==> config.mk <==
export PLATFORM = sky130hd
export DESIGN_NAME = dssp_slave_flat
export DESIGN_NICKNAME = d
export VERILOG_FILES = /design/src/core/dssp_pkg.sv /design/src/core/dssp_link_if.sv /design/src/core/dssp_slave.sv /design/src/flat_wrapper.sv
export SDC_FILE = /design/constraint.sdc
export NUM_CORES = 1
export LEC_CHECK = 0
export BUFFER_PORTS_ARGS = -buffer_cell sky130_fd_sc_hd__buf_2
export CORE_MARGIN = 5
export CORE_UTILIZATION = 35
export CTS_CLUSTER_SIZE = 28
export DETAILED_ROUTE_END_ITERATION = 6
export REMOVE_ABC_BUFFERS = 1
export SLEW_MARGIN = 5
export SYNTH_ARGS = -nofsm -noshare
export SYNTH_HDL_FRONTEND = slang
export SYNTH_SLANG_ARGS = --single-unit
==> constraint.sdc <==
create_clock -name sys_clk -period 2.8 [get_ports sys_clk]
set_input_delay 0.28 -clock sys_clk [delete_from_list [all_inputs] [get_ports sys_clk]]
set_output_delay 0.28 -clock sys_clk [all_outputs]
set_load 0.03 [all_outputs]
==> src/core/dssp_pkg.sv <==
/*
  Shared constants and types for the debug serial port: the command codes,
  the frame field widths, the serial clock timing and the state sets of
  both ends.
  Assumes one 50 MHz system clock at each end. The serial clock is made
  by the master from that clock.
*/
`default_nettype none
package dssp_pkg;
  // system clock period and the serial clock period the master makes
  localparam int SYS_PERIOD_NS  = 20;
  localparam int SCLK_PERIOD_NS = 320;
  // system cycles in one half period of the serial clock
  localparam int HALF_CYC = SCLK_PERIOD_NS / (2 * SYS_PERIOD_NS);

  // serial clock periods with select high that re-arm the port
  localparam int RST_CLKS = 2;

  // frame field widths
  localparam int CMD_BITS  = 8;
  localparam int ADDR_BITS = 16;
  localparam int WORD_BITS = 16;

  // command codes
  localparam logic [7:0] CMD_WRITE = 8'h02;
  localparam logic [7:0] CMD_READ  = 8'h03;

  // value the slave holds on its data out while selected and not reading
  localparam logic MISO_SEL_IDLE = 1'b0;

  typedef enum logic [2:0] {
    S_IDLE,
    S_CMD,
    S_ADDR,
    S_WDATA,
    S_RDATA,
    S_IGNORE
  } dssp_sst_t;

  typedef enum logic [1:0] {
    M_IDLE,
    M_RST,
    M_HDR,
    M_WORD
  } dssp_mst_t;
endpackage
`default_nettype wire

==> src/core/dssp_link_if.sv <==
/*
  The four wires of the debug serial link between master and slave.
  Assumes both ends are joined by the bench; no clocking block, the ends
  sample the wires with their own clocks.
*/
`default_nettype none
interface dssp_link_if;
  logic cs_b;
  logic sclk;
  logic mosi;
  logic miso;

  modport master (
    output cs_b,
    output sclk,
    output mosi,
    input  miso
  );

  modport slave (
    input  cs_b,
    input  sclk,
    input  mosi,
    output miso
  );
endinterface
`default_nettype wire

==> src/core/dssp_slave.sv <==
/*
  Slave end of the debug serial port: takes a command byte, a 16-bit
  address and 16-bit data words from the master and turns them into word
  writes and reads on a simple memory port, with address auto-increment.
  Assumes the link wires arrive from another clock domain and that the
  memory answers a read one cycle after the read strobe.
*/
`default_nettype none
// Notes on behaviour
// (RQ1) select high two clocks resets the port
// (RQ2) master drops select, sends command byte
// (RQ3) sixteen-bit address follows the command
// (RQ4) data moves in sixteen-bit words
// (RQ5) select stays low through a transaction
// (RQ6) data in sampled on clock rise
// (RQ7) data out changes on clock fall
// (RQ8) only the master drives the clock
// (RQ9) select high ends transfer, drops partial word
// (RQ10) each further sixteen clocks moves next word
// (RQ11) command 02 hex selects a write
// (RQ12) write words stored at incrementing addresses
// (RQ13) command 03 hex selects a read
// (RQ14) read returns check word, then data
// (RQ15) check word is command and address high
// (RQ16) read continues at next address per word
// (RQ17) deselected output: 0 running, 1 stopped
// (RQ18) no parallel wiring with other slaves
// (RQ19) every field most significant bit first
// (RQ20) unknown command: no access, ignore rest
module dssp_slave (
  // clock and reset
  input  wire logic        sys_clk,
  input  wire logic        rst_b,
  // serial link
  dssp_link_if.slave       link,
  // processor status
  input  wire logic        cpu_stopped,
  // memory port
  output logic      [15:0] mem_addr,
  output logic      [15:0] mem_wdata,
  output logic             mem_wr,
  output logic             mem_rd,
  input  wire logic [15:0] mem_rdata,
  // status
  output logic             sel_active,
  output logic             cmd_bad
);

  typedef struct packed {
    dssp_pkg::dssp_sst_t st;
    logic                armed;
    logic [1:0]          rst_cnt;
    logic [2:0]          cs_sy;
    logic [2:0]          ck_sy;
    logic [2:0]          di_sy;
    logic                cs_f;
    logic                ck_f;
    logic                di_f;
    logic [4:0]          cnt;
    logic [15:0]         sh;
    logic [7:0]          cmd;
    logic [15:0]         addr;
    logic [15:0]         tx;
    logic [3:0]          ocnt;
    logic [15:0]         rd_buf;
    logic                rd_pend;
    logic                miso;
    logic [15:0]         mem_addr;
    logic [15:0]         mem_wdata;
    logic                mem_wr;
    logic                mem_rd;
    logic                sel_active;
    logic                cmd_bad;
  } dssp_slv_t;

  dssp_slv_t s;
  dssp_slv_t next_s;

  // a change counts only once the second and third stages agree
  function automatic logic settle(input logic [2:0] sy, input logic f);
    settle = (sy[1] == sy[2]) ? sy[2] : f;
  endfunction

  logic        cs_n;
  logic        ck_n;
  logic        rise;
  logic        fall;
  logic [15:0] sh_n;

  // next state of the whole port
  always_comb begin
    next_s        = s;
    next_s.mem_wr = 1'b0;
    next_s.mem_rd = 1'b0;
    next_s.cmd_bad = 1'b0;
    // the serial clock is only ever an input here
    next_s.cs_sy = {s.cs_sy[1:0], link.cs_b}; // RQ8
    next_s.ck_sy = {s.ck_sy[1:0], link.sclk};
    next_s.di_sy = {s.di_sy[1:0], link.mosi};
    cs_n  = settle(s.cs_sy, s.cs_f);
    ck_n  = settle(s.ck_sy, s.ck_f);
    next_s.cs_f = cs_n;
    next_s.ck_f = ck_n;
    next_s.di_f = settle(s.di_sy, s.di_f);
    rise  = ck_n & ~s.ck_f;
    fall  = ~ck_n & s.ck_f;
    // incoming bits enter at the bottom, so the first is the top bit
    sh_n  = {s.sh[14:0], s.di_f}; // RQ19

    // memory answers one cycle after the read strobe
    next_s.rd_pend = s.mem_rd;
    if (s.rd_pend) begin
      next_s.rd_buf = mem_rdata;
    end

    if (cs_n) begin
      // deselected: drop any partial word and drive the status level
      next_s.st         = dssp_pkg::S_IDLE; // RQ9
      next_s.cnt        = 5'd0;
      next_s.sel_active = 1'b0;
      next_s.miso       = cpu_stopped; // RQ17
      if (rise && s.rst_cnt != 2'(dssp_pkg::RST_CLKS)) begin
        next_s.rst_cnt = s.rst_cnt + 2'd1; // RQ1
      end
      if (rise && s.rst_cnt == 2'(dssp_pkg::RST_CLKS - 1)) begin
        next_s.armed = 1'b1; // RQ1
      end
    end else if (s.cs_f) begin
      // select just fell: a port never re-armed ignores the frame
      next_s.rst_cnt    = 2'd0;
      next_s.cnt        = 5'd0;
      next_s.sel_active = 1'b1;
      next_s.miso       = dssp_pkg::MISO_SEL_IDLE;
      next_s.st = s.armed ? dssp_pkg::S_CMD : dssp_pkg::S_IGNORE; // RQ2
    end else begin
      case (s.st)
        dssp_pkg::S_CMD: begin
          if (rise) begin
            next_s.sh  = sh_n; // RQ6
            next_s.cnt = s.cnt + 5'd1;
            if (s.cnt == 5'(dssp_pkg::CMD_BITS - 1)) begin
              next_s.cmd = sh_n[7:0]; // RQ2
              next_s.cnt = 5'd0;
              next_s.st  = dssp_pkg::S_ADDR;
            end
          end
        end
        dssp_pkg::S_ADDR: begin
          if (rise) begin
            next_s.sh  = sh_n;
            next_s.cnt = s.cnt + 5'd1;
            if (s.cnt == 5'(dssp_pkg::ADDR_BITS - 1)) begin
              next_s.cnt = 5'd0;
              if (s.cmd == dssp_pkg::CMD_WRITE) begin
                next_s.addr = sh_n; // RQ3
                next_s.st   = dssp_pkg::S_WDATA; // RQ11
              end else if (s.cmd == dssp_pkg::CMD_READ) begin
                // fetch the first word while the check word goes out
                next_s.tx       = {s.cmd, sh_n[15:8]}; // RQ15
                next_s.ocnt     = 4'd0;
                next_s.mem_addr = sh_n; // RQ13
                next_s.mem_rd   = 1'b1;
                next_s.addr     = sh_n + 16'h0001;
                next_s.st       = dssp_pkg::S_RDATA; // RQ14
              end else begin
                next_s.cmd_bad = 1'b1;
                next_s.st      = dssp_pkg::S_IGNORE; // RQ20
              end
            end
          end
        end
        dssp_pkg::S_WDATA: begin
          // each full word is written, then the address steps on
          if (rise) begin
            next_s.sh  = sh_n;
            next_s.cnt = s.cnt + 5'd1;
            if (s.cnt == 5'(dssp_pkg::WORD_BITS - 1)) begin
              next_s.cnt       = 5'd0;
              next_s.mem_addr  = s.addr; // RQ12
              next_s.mem_wdata = sh_n; // RQ4
              next_s.mem_wr    = 1'b1;
              next_s.addr      = s.addr + 16'h0001; // RQ10
            end
          end
        end
        dssp_pkg::S_RDATA: begin
          // one bit leaves per fall; the last bit of a word loads the
          // next one and starts the fetch after it, so the memory has
          // sixteen serial clocks to answer
          if (fall) begin
            next_s.miso = s.tx[15]; // RQ7
            next_s.ocnt = s.ocnt + 4'd1;
            if (s.ocnt == 4'(dssp_pkg::WORD_BITS - 1)) begin
              next_s.tx       = s.rd_buf; // RQ14
              next_s.mem_addr = s.addr; // RQ16
              next_s.mem_rd   = 1'b1;
              next_s.addr     = s.addr + 16'h0001; // RQ10
            end else begin
              next_s.tx = {s.tx[14:0], 1'b0}; // RQ19
            end
          end
        end
        default: begin
          // idle or ignoring: wait for select to rise
          next_s.cnt = 5'd0;
        end
      endcase
    end
  end

  // one register for the whole port; link wires start at their idle level
  always_ff @(posedge sys_clk or negedge rst_b) begin
    if (!rst_b) begin
      s         <= '0;
      s.st      <= dssp_pkg::S_IDLE;
      s.cs_sy   <= 3'b111;
      s.cs_f    <= 1'b1;
    end else begin
      s <= next_s;
    end
  end

  // every output straight from the register
  assign link.miso  = s.miso; // RQ17
  assign mem_addr   = s.mem_addr;
  assign mem_wdata  = s.mem_wdata;
  assign mem_wr     = s.mem_wr;
  assign mem_rd     = s.mem_rd;
  assign sel_active = s.sel_active;
  assign cmd_bad    = s.cmd_bad;

endmodule
`default_nettype wire

==> src/flat_wrapper.sv <==
// flat-port wrapper written by rule: the top's interface ports become plain ports
module dssp_slave_flat 
  (sys_clk, rst_b, cpu_stopped, mem_addr, mem_wdata, mem_wr, mem_rd, mem_rdata, sel_active, cmd_bad, link_cs_b, link_sclk, link_mosi, link_miso);
  dssp_link_if link_i ();
  input  wire logic sys_clk;
  input  wire logic rst_b;
  input  wire logic cpu_stopped;
  output logic      [15:0] mem_addr;
  output logic      [15:0] mem_wdata;
  output logic mem_wr;
  output logic mem_rd;
  input  wire logic [15:0] mem_rdata;
  output logic sel_active;
  output logic cmd_bad;
  input wire logic [$bits(link_i.cs_b)-1:0] link_cs_b;
  input wire logic [$bits(link_i.sclk)-1:0] link_sclk;
  input wire logic [$bits(link_i.mosi)-1:0] link_mosi;
  output wire logic [$bits(link_i.miso)-1:0] link_miso;
  assign link_i.cs_b = link_cs_b;
  assign link_i.sclk = link_sclk;
  assign link_i.mosi = link_mosi;
  assign link_miso = link_i.miso;
  dssp_slave u_core (.sys_clk(sys_clk), .rst_b(rst_b), .link(link_i), .cpu_stopped(cpu_stopped), .mem_addr(mem_addr), .mem_wdata(mem_wdata), .mem_wr(mem_wr), .mem_rd(mem_rd), .mem_rdata(mem_rdata), .sel_active(sel_active), .cmd_bad(cmd_bad));
endmodule
==> key figures, run 1 <==
Outcome
  – Status: completed

Synthesis
  – Synthesis-stage register bit count: 136
  – Top cells by count, synth: 132 x dfrtp_1, 70 x mux2_2, 53 x nand2_1, 50 x a21oi_1, 44 x nor2_1
  – Async set-reset flop share out of synthesis: 1.000
  – Syn avg cell area: 10.69 µm²
  – Yosys Warn Count: 0
  – Cells after Synth: 631
  – Mapped Area: 0.006746 mm²
  – Top-count cell post-synth: dfrtp_1
  – Number of flops mapped to enable cells by yosys: 0
  – Post-synth top flop: dfrtp_1
  – Seq/Total Area, Yosys: 0.5052
  – Top cell type's share of synthesized area: 0.4896
  – Largest area contributor in the netlist: dfrtp_1
  – Area contributors post-synth: dfrtp_1 49%, mux2_2 12%, a21oi_1 3.7%, buf_4 3.7%, nand2_1 2.9%
  – Yosys cell types: 62

Timing
  – Hold slack: 77.52 ps
  – Max Freq: 410.5 MHz
  – Final setup margin: 363.7 ps
  – Final clock skew: 5.259 ps
  – Max-slew violation count: 0
  – Min Tclk post-route: 2436 ps
  – Measured slew at the worst slew-check pin: 1039 ps
  – RSZ-0062 raised after global routing: false
  – Final-report hold violation count: 0
  – Final Cycle Share: 0.8701
  – Slew HR: 0.3040
  – Setup violators final: 0

Worst hold path
  – Hold path startpoint: mem_rdata[1]
  – Hold Crit Class: input port to flip-flop
  – WHS Path Cells: 2
  – Min-Delay Endpoint: u_core.s[39]

GRT
  – First-pass GRT wire length: 24290 µm
  – Grt total ovfl: 0
  – Initial antenna violation count: 0
  – Largest net degree at the start of global routing: 72
  – Total GRT Usage: 0.1367
  – Vias in the first global route: 4703

Final layout
  – Final Util: 0.4126
  – Final Non-Filler Cells: 929
  – Final nets: 685
  – Antenna diode count: 0
  – Share of layout cells above drive strength 1: 0.2915
  – Area Growth Syn to Fin: 15.15%

Setup path
  – Startpoint Class: flip-flop
  – Crit path arrival time: 2800 ps
  – Delay of the slowest critical-path stage: 520 ps
  – Critical Path, Cell by Cell: or3b_1 > o32ai_2 > o211ai_1 > nor4_1 > a31oi_1 > nand3_1
  – Path depth of the worst reg2reg path: 6
  – R2r endpoint: u_core.s[85]
  – Worst-path fanout max: 14
  – CP endpoint kind: flip-flop
  – Critical R2R Launch: u_core.s[134]
  – Worst Path Required: 3160 ps
  – Highest-delay cell along the critical path: or3b_1
  – Reg-to-reg slack, setup: 360 ps
  – Critical path type: flip-flop to flip-flop

Clock network
  – CTS tree: done
  – Post_cts resized: 0
  – CTS clk-pin slew, worst paths: 60 ps
  – CTS Buf Count: 17
  – CTS Buffer Depth: 2
  – Clock sinks: 136
  – Clock Latency Late Sink: 430 ps
  – Root Driver: clkbuf_16
  – Maximum level of the CTS H-tree: 4

Die
  – Die ar.: 0.02215 mm²
  – Die height: 148.8 µm
  – FP Rows: 50
  – Initial core utilization: 0.3583
  – # IOs: 59
  – Core footprint: 0.01883 mm²
  – Die width: 148.8 µm

Placement
  – Port Buf Inserts: 58
  – GP Congestion: 0.8746
  – Placement Setup Slack: 457.3 ps
  – Dpl cells: 893
  – Dpl hpwl: 9975 µm

Detailed routing
  – Post-Route WL: 14560 µm
  – Initial drt markers: 438
  – Vias after detailed routing: 4732
  – ANT nets after route: 0
  – 1st-pass router iterations: 5
  – Remaining DRCs: 0
  – Routed vias/inst: 5.094
  – Drt wl/cell: 15.67 µm

Pwr
  – Leakage power: 3.678 nW
  – P per Cell Area: 663.4 mW/mm²
  – VDD IR-drop max: 0.4388 mV

Run
  – Max-cap violations: 0
routing by layer:
layer  global-route usage  part of all wire  wire (µm)  up-vias
li1                     -                 -          -     2276
met1               0.1859              0.47       6789     2306
met2               0.2080              0.47       6857      126
met3              0.03403             0.043        631       24
met4              0.05904             0.019        278        0
met5                    0                 0          0        -
stage by stage:
stage | total power, mW | area (µm²) | setup TNS [ps]
floorplan | 2.477 | 6305 | -9261
global placement | 2.665 | 7067 | 0
detailed placement | 2.683 | 7067 | 0
CTS | 5.220 | 7769 | 0
global route | 5.383 | 7769 | 0
finish | 5.154 | 7769 | 0
sequential cells by signal, indices dropped and copies added (netlist names):
| name | count |
|---|---|
| u_core.mem_rd | 1 |
| u_core.mem_wdata | 16 |
| u_core.s | 93 |
| u_core.mem_addr | 16 |
| u_core.link.miso | 1 |
| u_core.next_s | 6 |
| u_core.mem_wr | 1 |
| u_core.sel_active | 1 |
| u_core.cmd_bad | 1 |
worst max-delay path by stage:
stage / start / endpoint / slack (ps) / cells past startpoint
floorplan: u_core.s[94] / u_core.s[56] / -380 / 6
global placement: u_core.s[94] / u_core.s[64] / 520 / 6
global route: u_core.s[135] / u_core.s[85] / 120 / 6
detailed placement: u_core.s[94] / u_core.s[72] / 460 / 6
CTS: u_core.s[134] / u_core.s[85] / 410 / 6
finish: u_core.s[134] / u_core.s[85] / 360 / 6
timing repair:
| action | 4_1_cts | 5_1_grt |
|---|---|---|
| setup buffers | 0 | 0 |
| endpoints found under the setup margin | 0 | 0 |
| endpoints found under the hold margin | 69 | 0 |
| hold buffers | 4 | 0 |
power by group:
group	total (mW)	internal (mW)	switching [mW]	leakage, nW
combinational	0.510	0.194	0.315	1.50
sequential	2.14	2.04	0.0993	1.85
clock	2.50	1.65	0.848	0.328
kinds of logic (layout without fill, tap and decap cells):
family                   after synthesis  after routing  share of synthesized area
AO/OA/AOI/OAI                        138            138                     0.1237
buffers and inverters                 79            117                    0.06992
adder cells (fa/ha/maj)               10             10                    0.01743
AND/OR/NAND/NOR                      172            172                     0.1309
flip-flops                           136            136                     0.5052
multiplexers                          82             82                     0.1346
XOR/XNOR                              14             14                    0.01818
final cells by class:
| cell class | count | area, µm² |
|---|---|---|
| clock inverters | 11 | 191.4 |
| well taps | 260 | 325.3 |
| fillers | 1834 | 11060 |
| multi-input cells | 416 | 2882 |
| repair buffers | 77 | 461.7 |
| clock buffers | 21 | 470.5 |
| flip-flops and latches | 136 | 3408 |
| inverters | 8 | 30.03 |
worst max-delay path, delay by kind of cell (launching register included):
kind	cells	cell delay, ps
DFF	1	510
and+or+nand+nor	3	1110
AOI/OAI and AO/OA	3	760
cell usage in the layout, fill, tap and decap left out, types with 4 or more instances in the layout:
master,instances
dfrtp_1,132
nor2_1,43
a22oi_1,18
buf_2,57
xor2_1,5
xnor2_1,9
and3_1,6
mux2i_1,12
nor3_1,4
o21ai_0,37
a21oi_1,49
inv_1,8
buf_4,14
o22ai_1,4
nand2b_1,4
nand3_1,24
bufinv_16,5
nand2_1,53
ha_1,7
mux2_2,70
nor4_1,6
a31oi_1,8
nand4_1,9
dlygate4sd3_1,4
dfstp_2,4
clkbuf_16,17
(Power assumes the default switching activity.)
==> run 2: changes to the inputs <==
--- a/config.mk
+++ b/config.mk
@@ -5,13 +5,14 @@
 export SDC_FILE = /design/constraint.sdc
 export NUM_CORES = 1
 export LEC_CHECK = 0
+export ABC_AREA = 1
 export BUFFER_PORTS_ARGS = -buffer_cell sky130_fd_sc_hd__buf_2
 export CORE_MARGIN = 5
 export CORE_UTILIZATION = 35
 export CTS_CLUSTER_SIZE = 28
 export DETAILED_ROUTE_END_ITERATION = 6
 export REMOVE_ABC_BUFFERS = 1
-export SLEW_MARGIN = 5
+export SLEW_MARGIN = 0
 export SYNTH_ARGS = -nofsm -noshare
 export SYNTH_HDL_FRONTEND = slang
 export SYNTH_SLANG_ARGS = --single-unit
==> key figures, run 2 <==
Timing
  – Max Freq: 450.8 MHz (+9.8%)
  – Final-report hold violation count: 0 (unchanged)
  – Measured slew at the worst slew-check pin: 860.2 ps (-179.2 ps)
  – Setup_tns: 0 ps (unchanged)
  – Setup violators final: 0 (unchanged)
  – Max-slew violation count: 0 (unchanged)
  – Hold slack: 62.81 ps (-14.70 ps)
  – Final Cycle Share: 0.7923 (-0.07778)
  – Min Tclk post-route: 2218 ps (-217.8 ps)
  – Slew HR: 0.4259 (+0.1219)
  – RSZ-0062 raised after global routing: false
  – Final clock skew: 6.721 ps (+1.462 ps)

Final layout
  – Multi-input logic area: 0.002814 mm² (-2.3%)
  – Area Growth Syn to Fin: 13.28%
  – Most frequent cells in the layout: 233 x nand2_1, 132 x dfrtp_1, 94 x o21ai_0
  – Register area: 0.003408 mm² (unchanged)
  – Final nets: 919 (+34%)
  – Share of layout cells above drive strength 1: 0.1462 (-0.1453)
  – Most common cell after layout, fill and taps aside: nand2_1
  – Max reg flops: 93 (unchanged)
  – Final Util: 0.4035 (-0.009022)
  – Layout fillers: 1988 (+8.4%)
  – Antenna diode count: 0 (unchanged)
  – Top reg by flops: u_core.s

Die
  – Die width: 150.7 µm (+1.3%)
  – Core footprint: 0.01946 mm² (+3.4%)
  – Initial core utilization: 0.3562 (-0.002053)
  – Die height: 150.7 µm (+1.3%)
  – # IOs: 59 (unchanged)
  – Die ar.: 0.02272 mm² (+2.6%)
  – FP Rows: 51 (+2.0%)

Setup path
  – Crit path to: u_core.s[56]
  – Critical R2R Launch: u_core.s[114]
  – Reg-to-reg slack, setup: 580 ps (+220 ps)
  – Worst-path fanout max: 24 (+10)
  – CP endpoint kind: flip-flop
  – Crit path arrival time: 2530 ps (-270 ps)
  – Critical path type: flip-flop to flip-flop
  – R2r endpoint: u_core.s[56]
  – Worst Path Required: 3110 ps (-50 ps)
  – CP startpoint: u_core.s[114]
  – Startpoint Class: flip-flop
  – Path depth of the worst reg2reg path: 10 (+4)

Clock network
  – Clock Latency Late Sink: 420 ps (about the same)
  – Post-CTS setup buffer count: 0 (unchanged)
  – CTS tree: done
  – Root Driver: clkbuf_16
  – Clock sinks: 136 (unchanged)
  – Maximum level of the CTS H-tree: 4 (unchanged)
  – CTS Buffer Depth: 2 (unchanged)
  – CTS clk-pin slew, worst paths: 60 ps (about the same)
  – CTS Buf Count: 17 (unchanged)

Outcome
  – Status: completed

Synthesis
  – Async set-reset flop share out of synthesis: 1.000 (unchanged)
  – Synthesis-stage register bit count: 136 (unchanged)
  – Yosys cell types: 40 (-35%)
  – Top cells by count, synth: 233 x nand2_1, 132 x dfrtp_1, 94 x o21ai_0, 78 x inv_1, 67 x nor2_1
  – Top-count cell post-synth: nand2_1
  – Largest area contributor in the netlist: dfrtp_1
  – Post-synth top flop: dfrtp_1
  – Number of flops mapped to enable cells by yosys: 0 (unchanged)
  – Yosys Warn Count: 0 (unchanged)
  – Cells after Synth: 863 (+37%)
  – Top cell type's share of synthesized area: 0.4764 (-0.01317)
  – Mapped Area: 0.006933 mm² (+2.8%)
  – Area contributors post-synth: dfrtp_1 48%, nand2_1 13%, o21ai_0 6.8%, inv_1 4.2%, nand3_1 3.9%
  – Syn avg cell area: 8.033 µm² (-25%)
  – Seq/Total Area, Yosys: 0.4916 (-0.01358)

Detailed routing
  – Vias after detailed routing: 5626 (+19%)
  – Drt wl/cell: 14.21 µm (-9.3%)
  – Initial drt markers: 419 (-4.3%)
  – ANT nets after route: 0 (unchanged)
  – 1st-pass router iterations: 7 (+2)
  – Post-Route WL: 16600 µm (+14%)
  – Routed vias/inst: 4.817 (-5.4%)
  – Remaining DRCs: 0 (unchanged)

Pwr
  – VDD IR-drop max: 0.4545 mV (+3.6%)
  – Leakage power: 3.682 nW (about the same)
  – P per Cell Area: 692.7 mW/mm² (+4.4%)
  – Pwr Total: 5.440 mW (+5.6%)

GRT
  – Total GRT Usage: 0.1543 (+0.01755)
  – Largest net degree at the start of global routing: 68 (-5.6%)
  – Grt total ovfl: 0 (unchanged)
  – Initial antenna violation count: 0 (unchanged)
  – First-pass GRT wire length: 27710 µm (+14%)
  – Vias in the first global route: 5395 (+15%)

Placement
  – GP Congestion: 0.9190 (+5.1%)
  – Dpl hpwl: 11690 µm (+17%)
  – Port Buf Inserts: 58 (unchanged)

Run
  – Max-cap violations: 0 (unchanged)

Worst hold path
  – Hold Crit Class: input port to flip-flop
[run 2: changes by cell type in the layout (fill, tap and decap cells not counted), moves of 7 or more]
| cell | previous run | this run |
|---|---|---|
| a31oi_1 | 8 | 1 |
| nand3_1 | 24 | 54 |
| o21ai_0 | 37 | 94 |
| o221ai_1 | 0 | 9 |
| inv_1 | 8 | 78 |
| nand2_1 | 53 | 233 |
| mux2i_1 | 12 | 0 |
| o21ai_1 | 0 | 17 |
| mux2_2 | 70 | 4 |
| a21oi_1 | 49 | 19 |
| nor2_1 | 43 | 67 |
[run 2: routing by layer]
metal	GRT usage	part of all wire
met5	0	0
met4	0.04352	0.011
met3	0.03402	0.044
met2	0.2362	0.45
met1	0.2202	0.49
[run 2: report_power, final]
part,internal (mW),switching [mW]
registers,2.15,0.195
clock network,1.25,0.899
logic,0.305,0.639
[run 2: worst max-delay path: stages, from the launching register on]
cell,delay [ps]
dfrtp_1,390
ha_1,180
nand2_1,50
inv_1,110
nand3_2,140
nand2_1,130
nand3_1,130
nor2_4,470
inv_2,260
a21oi_1,180
nor2_1,50
[run 2: worst min-delay path by stage]
stage,end,cells past startpoint,start
after floorplan,u_core.cmd_bad,0,rst_b
after global placement,u_core.s[114],1,rst_b
after detailed placement,u_core.s[114],1,rst_b
after CTS,u_core.s[50],3,mem_rdata[12]
after global routing,u_core.s[38],3,mem_rdata[0]
final,u_core.s[44],3,mem_rdata[6]
[run 2: stage by stage]
stage	cells	area [µm²]	worst slack [ps]
after floorplan	799	6529	537.9
after global placement	1132	7244	353.5
after detailed placement	1132	7244	294.3
after CTS	1168	7849	288.0
after global routing	1168	7854	338.4
final	1168	7854	581.5
[run 2: logic make-up after synthesis]
| family | share of synthesized area |
|---|---|
| adder cells (fa/ha/maj) | 0.01408 |
| flip-flops | 0.4916 |
| AO/OA/AOI/OAI | 0.1364 |
| AND/OR/NAND/NOR | 0.2393 |
| XOR/XNOR | 0.008843 |
| multiplexers | 0.006497 |
| buffers and inverters | 0.1032 |
[run 2: cell type report]
class                           instances  share of cell area
Sequential cell                       136              0.4340
Multi-Input combinational cell        580              0.3583
Clock buffer                           18             0.05592
Timing Repair Buffer                   72             0.05401
Tap cell                              265             0.04222
Inverter                               83             0.03967
Clock inverter                         14             0.01593
[run 2: timing repair]
item / 4_1_cts / 5_1_grt
endpoints found under the hold margin: 63 / 0
hold buffers: 4 / 0
endpoints found under the setup margin: 0 / 3
gates resized for setup: 0 / 1
==> run 3: changes to the inputs <==
==> constraint.sdc (replaced) <==
create_clock -name sys_clk -period 1.88 [get_ports sys_clk]
set_input_delay 0.188 -clock sys_clk [delete_from_list [all_inputs] [get_ports sys_clk]]
set_output_delay 0.188 -clock sys_clk [all_outputs]
set_load 0.03 [all_outputs]
==> key figures, run 3 (same netlist as run 2, synthesis figures left out) <==
Detailed routing
  – Routed vias/inst: 4.767 (-1.0%)
  – 1st-pass router iterations: 7 (unchanged)
  – Vias after detailed routing: 5763 (+2.4%)
  – Drt wl/cell: 14.13 µm (-0.56%)
  – ANT nets after route: 0 (unchanged)
  – Initial drt markers: 462 (+10%)
  – Post-Route WL: 17090 µm (+2.9%)
  – Remaining DRCs: 0 (unchanged)

GRT
  – First-pass GRT wire length: 28650 µm (+3.4%)
  – Grt total ovfl: 0 (unchanged)
  – Total GRT Usage: 0.1591 (+0.004775)
  – Initial antenna violation count: 0 (unchanged)
  – Largest net degree at the start of global routing: 52 (-24%)
  – Vias in the first global route: 5712 (+5.9%)

Timing
  – Final clock skew: 9.691 ps (+2.971 ps)
  – Measured slew at the worst slew-check pin: 511.8 ps (-348.3 ps)
  – Slew HR: 0.6588 (+0.2329)
  – Max-slew violation count: 0 (unchanged)
  – Final-report hold violation count: 0 (unchanged)
  – Setup violators final: 0 (unchanged)
  – Max Freq: 566.8 MHz (+26%)
  – Final setup margin: 115.7 ps (-465.8 ps)
  – Min Tclk post-route: 1764 ps (-454.2 ps)
  – Final Cycle Share: 0.9384 (+0.1461)

Pwr
  – Sw Ratio: 0.3146 (-0.003928)
  – P per Cell Area: 1028 mW/mm² (+48%)
  – Comb pwr share: 0.187 (+0.013)
  – Pint: 5.916 mW (+60%)
  – Psw: 2.716 mW (+57%)
  – Leakage power: 3.937 nW (+6.9%)
  – VDD IR-drop max: 0.6651 mV (+46%)
  – Seq pwr share: 0.405 (-0.027)
  – Clock share of power: 0.409 (+0.014)

Clock network
  – Maximum level of the CTS H-tree: 4 (unchanged)
  – Clock sinks: 136 (unchanged)
  – Clock Latency Late Sink: 430 ps (about the same)
  – CTS Buf Count: 17 (unchanged)
  – Root Driver: clkbuf_16
  – CTS Buffer Depth: 2 (unchanged)
  – CTS clk-pin slew, worst paths: 60 ps (about the same)
  – CTS tree: done

Final layout
  – Final Non-Filler Cells: 1209 (+3.5%)
  – Most common cell after layout, fill and taps aside: nand2_1
  – Final nets: 960 (+4.5%)
  – Share of layout cells above drive strength 1: 0.1748 (+0.02861)
  – Area Growth Syn to Fin: 21.17%
  – Antenna diode count: 0 (unchanged)
  – Max reg flops: 93 (unchanged)
  – Final Util: 0.4316 (+0.02809)
  – Top reg by flops: u_core.s
  – Most frequent cells in the layout: 233 x nand2_1, 131 x dfrtp_1, 92 x o21ai_0

Die
  – Die height: 150.7 µm (unchanged)
  – Initial core utilization: 0.3562 (unchanged)
  – # IOs: 59 (unchanged)
  – Die width: 150.7 µm (unchanged)
  – Core footprint: 0.01946 mm² (unchanged)
  – FP Rows: 51 (unchanged)
  – Die ar.: 0.02272 mm² (unchanged)

Setup path
  – Worst path depth: 10 (unchanged)
  – Most used cell, CP: nor2_1
  – Crit path max-delay family: simple AND/OR/NAND/NOR gates
  – Worst-path fanout max: 16 (-33%)
  – Worst Path Required: 2190 ps (-920 ps)
  – WP buf/inv: 2 (unchanged)
  – Reg-to-reg slack, setup: 120 ps (-470 ps)
  – Critical R2R Launch: u_core.s[54]
  – Critical Path, Cell by Cell: ha_1 > nand2_1 > nor2_1 > nor2_1 > nor2_1 > nand4_1 > buf_4 > clkbuf_16 > nand2_1 > o21ai_1
  – CP endpoint kind: flip-flop
  – Delay of the slowest critical-path stage: 420 ps (-50 ps)
  – Path depth of the worst reg2reg path: 10 (unchanged)
  – Startpoint Class: flip-flop
  – Highest-delay cell along the critical path: dfrtp_1
  – Crit path arrival time: 2080 ps (-450 ps)
  – R2r endpoint: u_core.mem_addr[0]
  – Critical path type: flip-flop to flip-flop

Placement
  – Placement Setup Slack: 101.4 ps (-192.9 ps)
  – GP Congestion: 0.8380 (-8.8%)
  – Port Buf Inserts: 58 (unchanged)
  – Dpl cells: 1155 (+2.0%)
  – Dpl hpwl: 11990 µm (+2.6%)

Run
  – Max-cap violations: 0 (unchanged)

Worst hold path
  – Min-Delay Endpoint: u_core.link.miso
  – Hold Crit Class: input port to flip-flop
  – Hold path startpoint: cpu_stopped
  – WHS Path Cells: 3 (unchanged)

Outcome
  – Status: completed
## run 3: cell types whose count changed in the layout (fill, tap and decap cells not counted), moves of 3 or more
cell | before | now
dlygate4sd3_1 | 4 | 20
buf_4 | 9 | 27
inv_8 | 0 | 3
buf_12 | 1 | 7
## run 3: worst max path at each step
stage / slack (ps) / start / to
3_3_place_gp: 100 / u_core.s[134] / u_core.s[56]
3_5_place_dp: 100 / u_core.s[134] / u_core.s[56]
6_report: 120 / u_core.s[54] / u_core.mem_addr[0]
4_1_cts: 70 / u_core.s[134] / u_core.mem_addr[12]
5_1_grt: -20 / u_core.s[135] / u_core.s[82]
2_1_floorplan: -380 / u_core.s[121] / u_core.mem_addr[11]
## run 3: area by class of cell
type	count	area, µm²
Tap cell	265	331.6
Timing Repair Buffer	113	864.6
Inverter	83	316.6
Fill cell	1949	11060
Clock buffer	17	425.4
Clock inverter	15	192.7
Multi-Input combinational cell	580	2860
Sequential cell	136	3410
## run 3: through the flow
| step | total power, mW | setup TNS, ps | instance area, µm² | hold WS [ps] |
|---|---|---|---|---|
| 2_1_floorplan | 4.455 | -13380 | 6529 | -107.6 |
| 3_3_place_gp | 5.030 | 0 | 7480 | 189.9 |
| 3_5_place_dp | 5.050 | 0 | 7480 | 189.7 |
| 4_1_cts | 8.631 | 0 | 8298 | 24.15 |
| 5_1_grt | 9.080 | -59.12 | 8401 | 43.99 |
| 6_report | 8.632 | 0 | 8401 | 32.88 |
## run 3: routing by layer
| metal | GRT usage | routed length (µm) |
|---|---|---|
| met4 | 0.05032 | 281 |
| met1 | 0.2189 | 8271 |
| met2 | 0.2494 | 7810 |
| met5 | 0 | 0 |
| met3 | 0.03642 | 724 |
## run 3: power groups by stage
stage	Combinational [mW]	Sequential (mW)	Clock, mW
2_1_floorplan	0.849	3.61	0
3_3_place_gp	1.51	3.52	0
3_5_place_dp	1.52	3.53	0
4_1_cts	1.56	3.48	3.59
5_1_grt	1.82	3.54	3.72
6_report	1.61	3.49	3.53
## run 3: timing repair
action	4_1_cts	5_1_grt
hold buffers	20	0
setup buffers	0	1
setup endpoints to repair	0	63
resized for setup	0	21
endpoints found under the hold margin	61	0
## run 3: tightest hold or removal path: cells and delay by family
family | cells | cell delay [ps]
compound gates | 1 | 80
buf+inv | 1 | 100
simple gates | 1 | 60
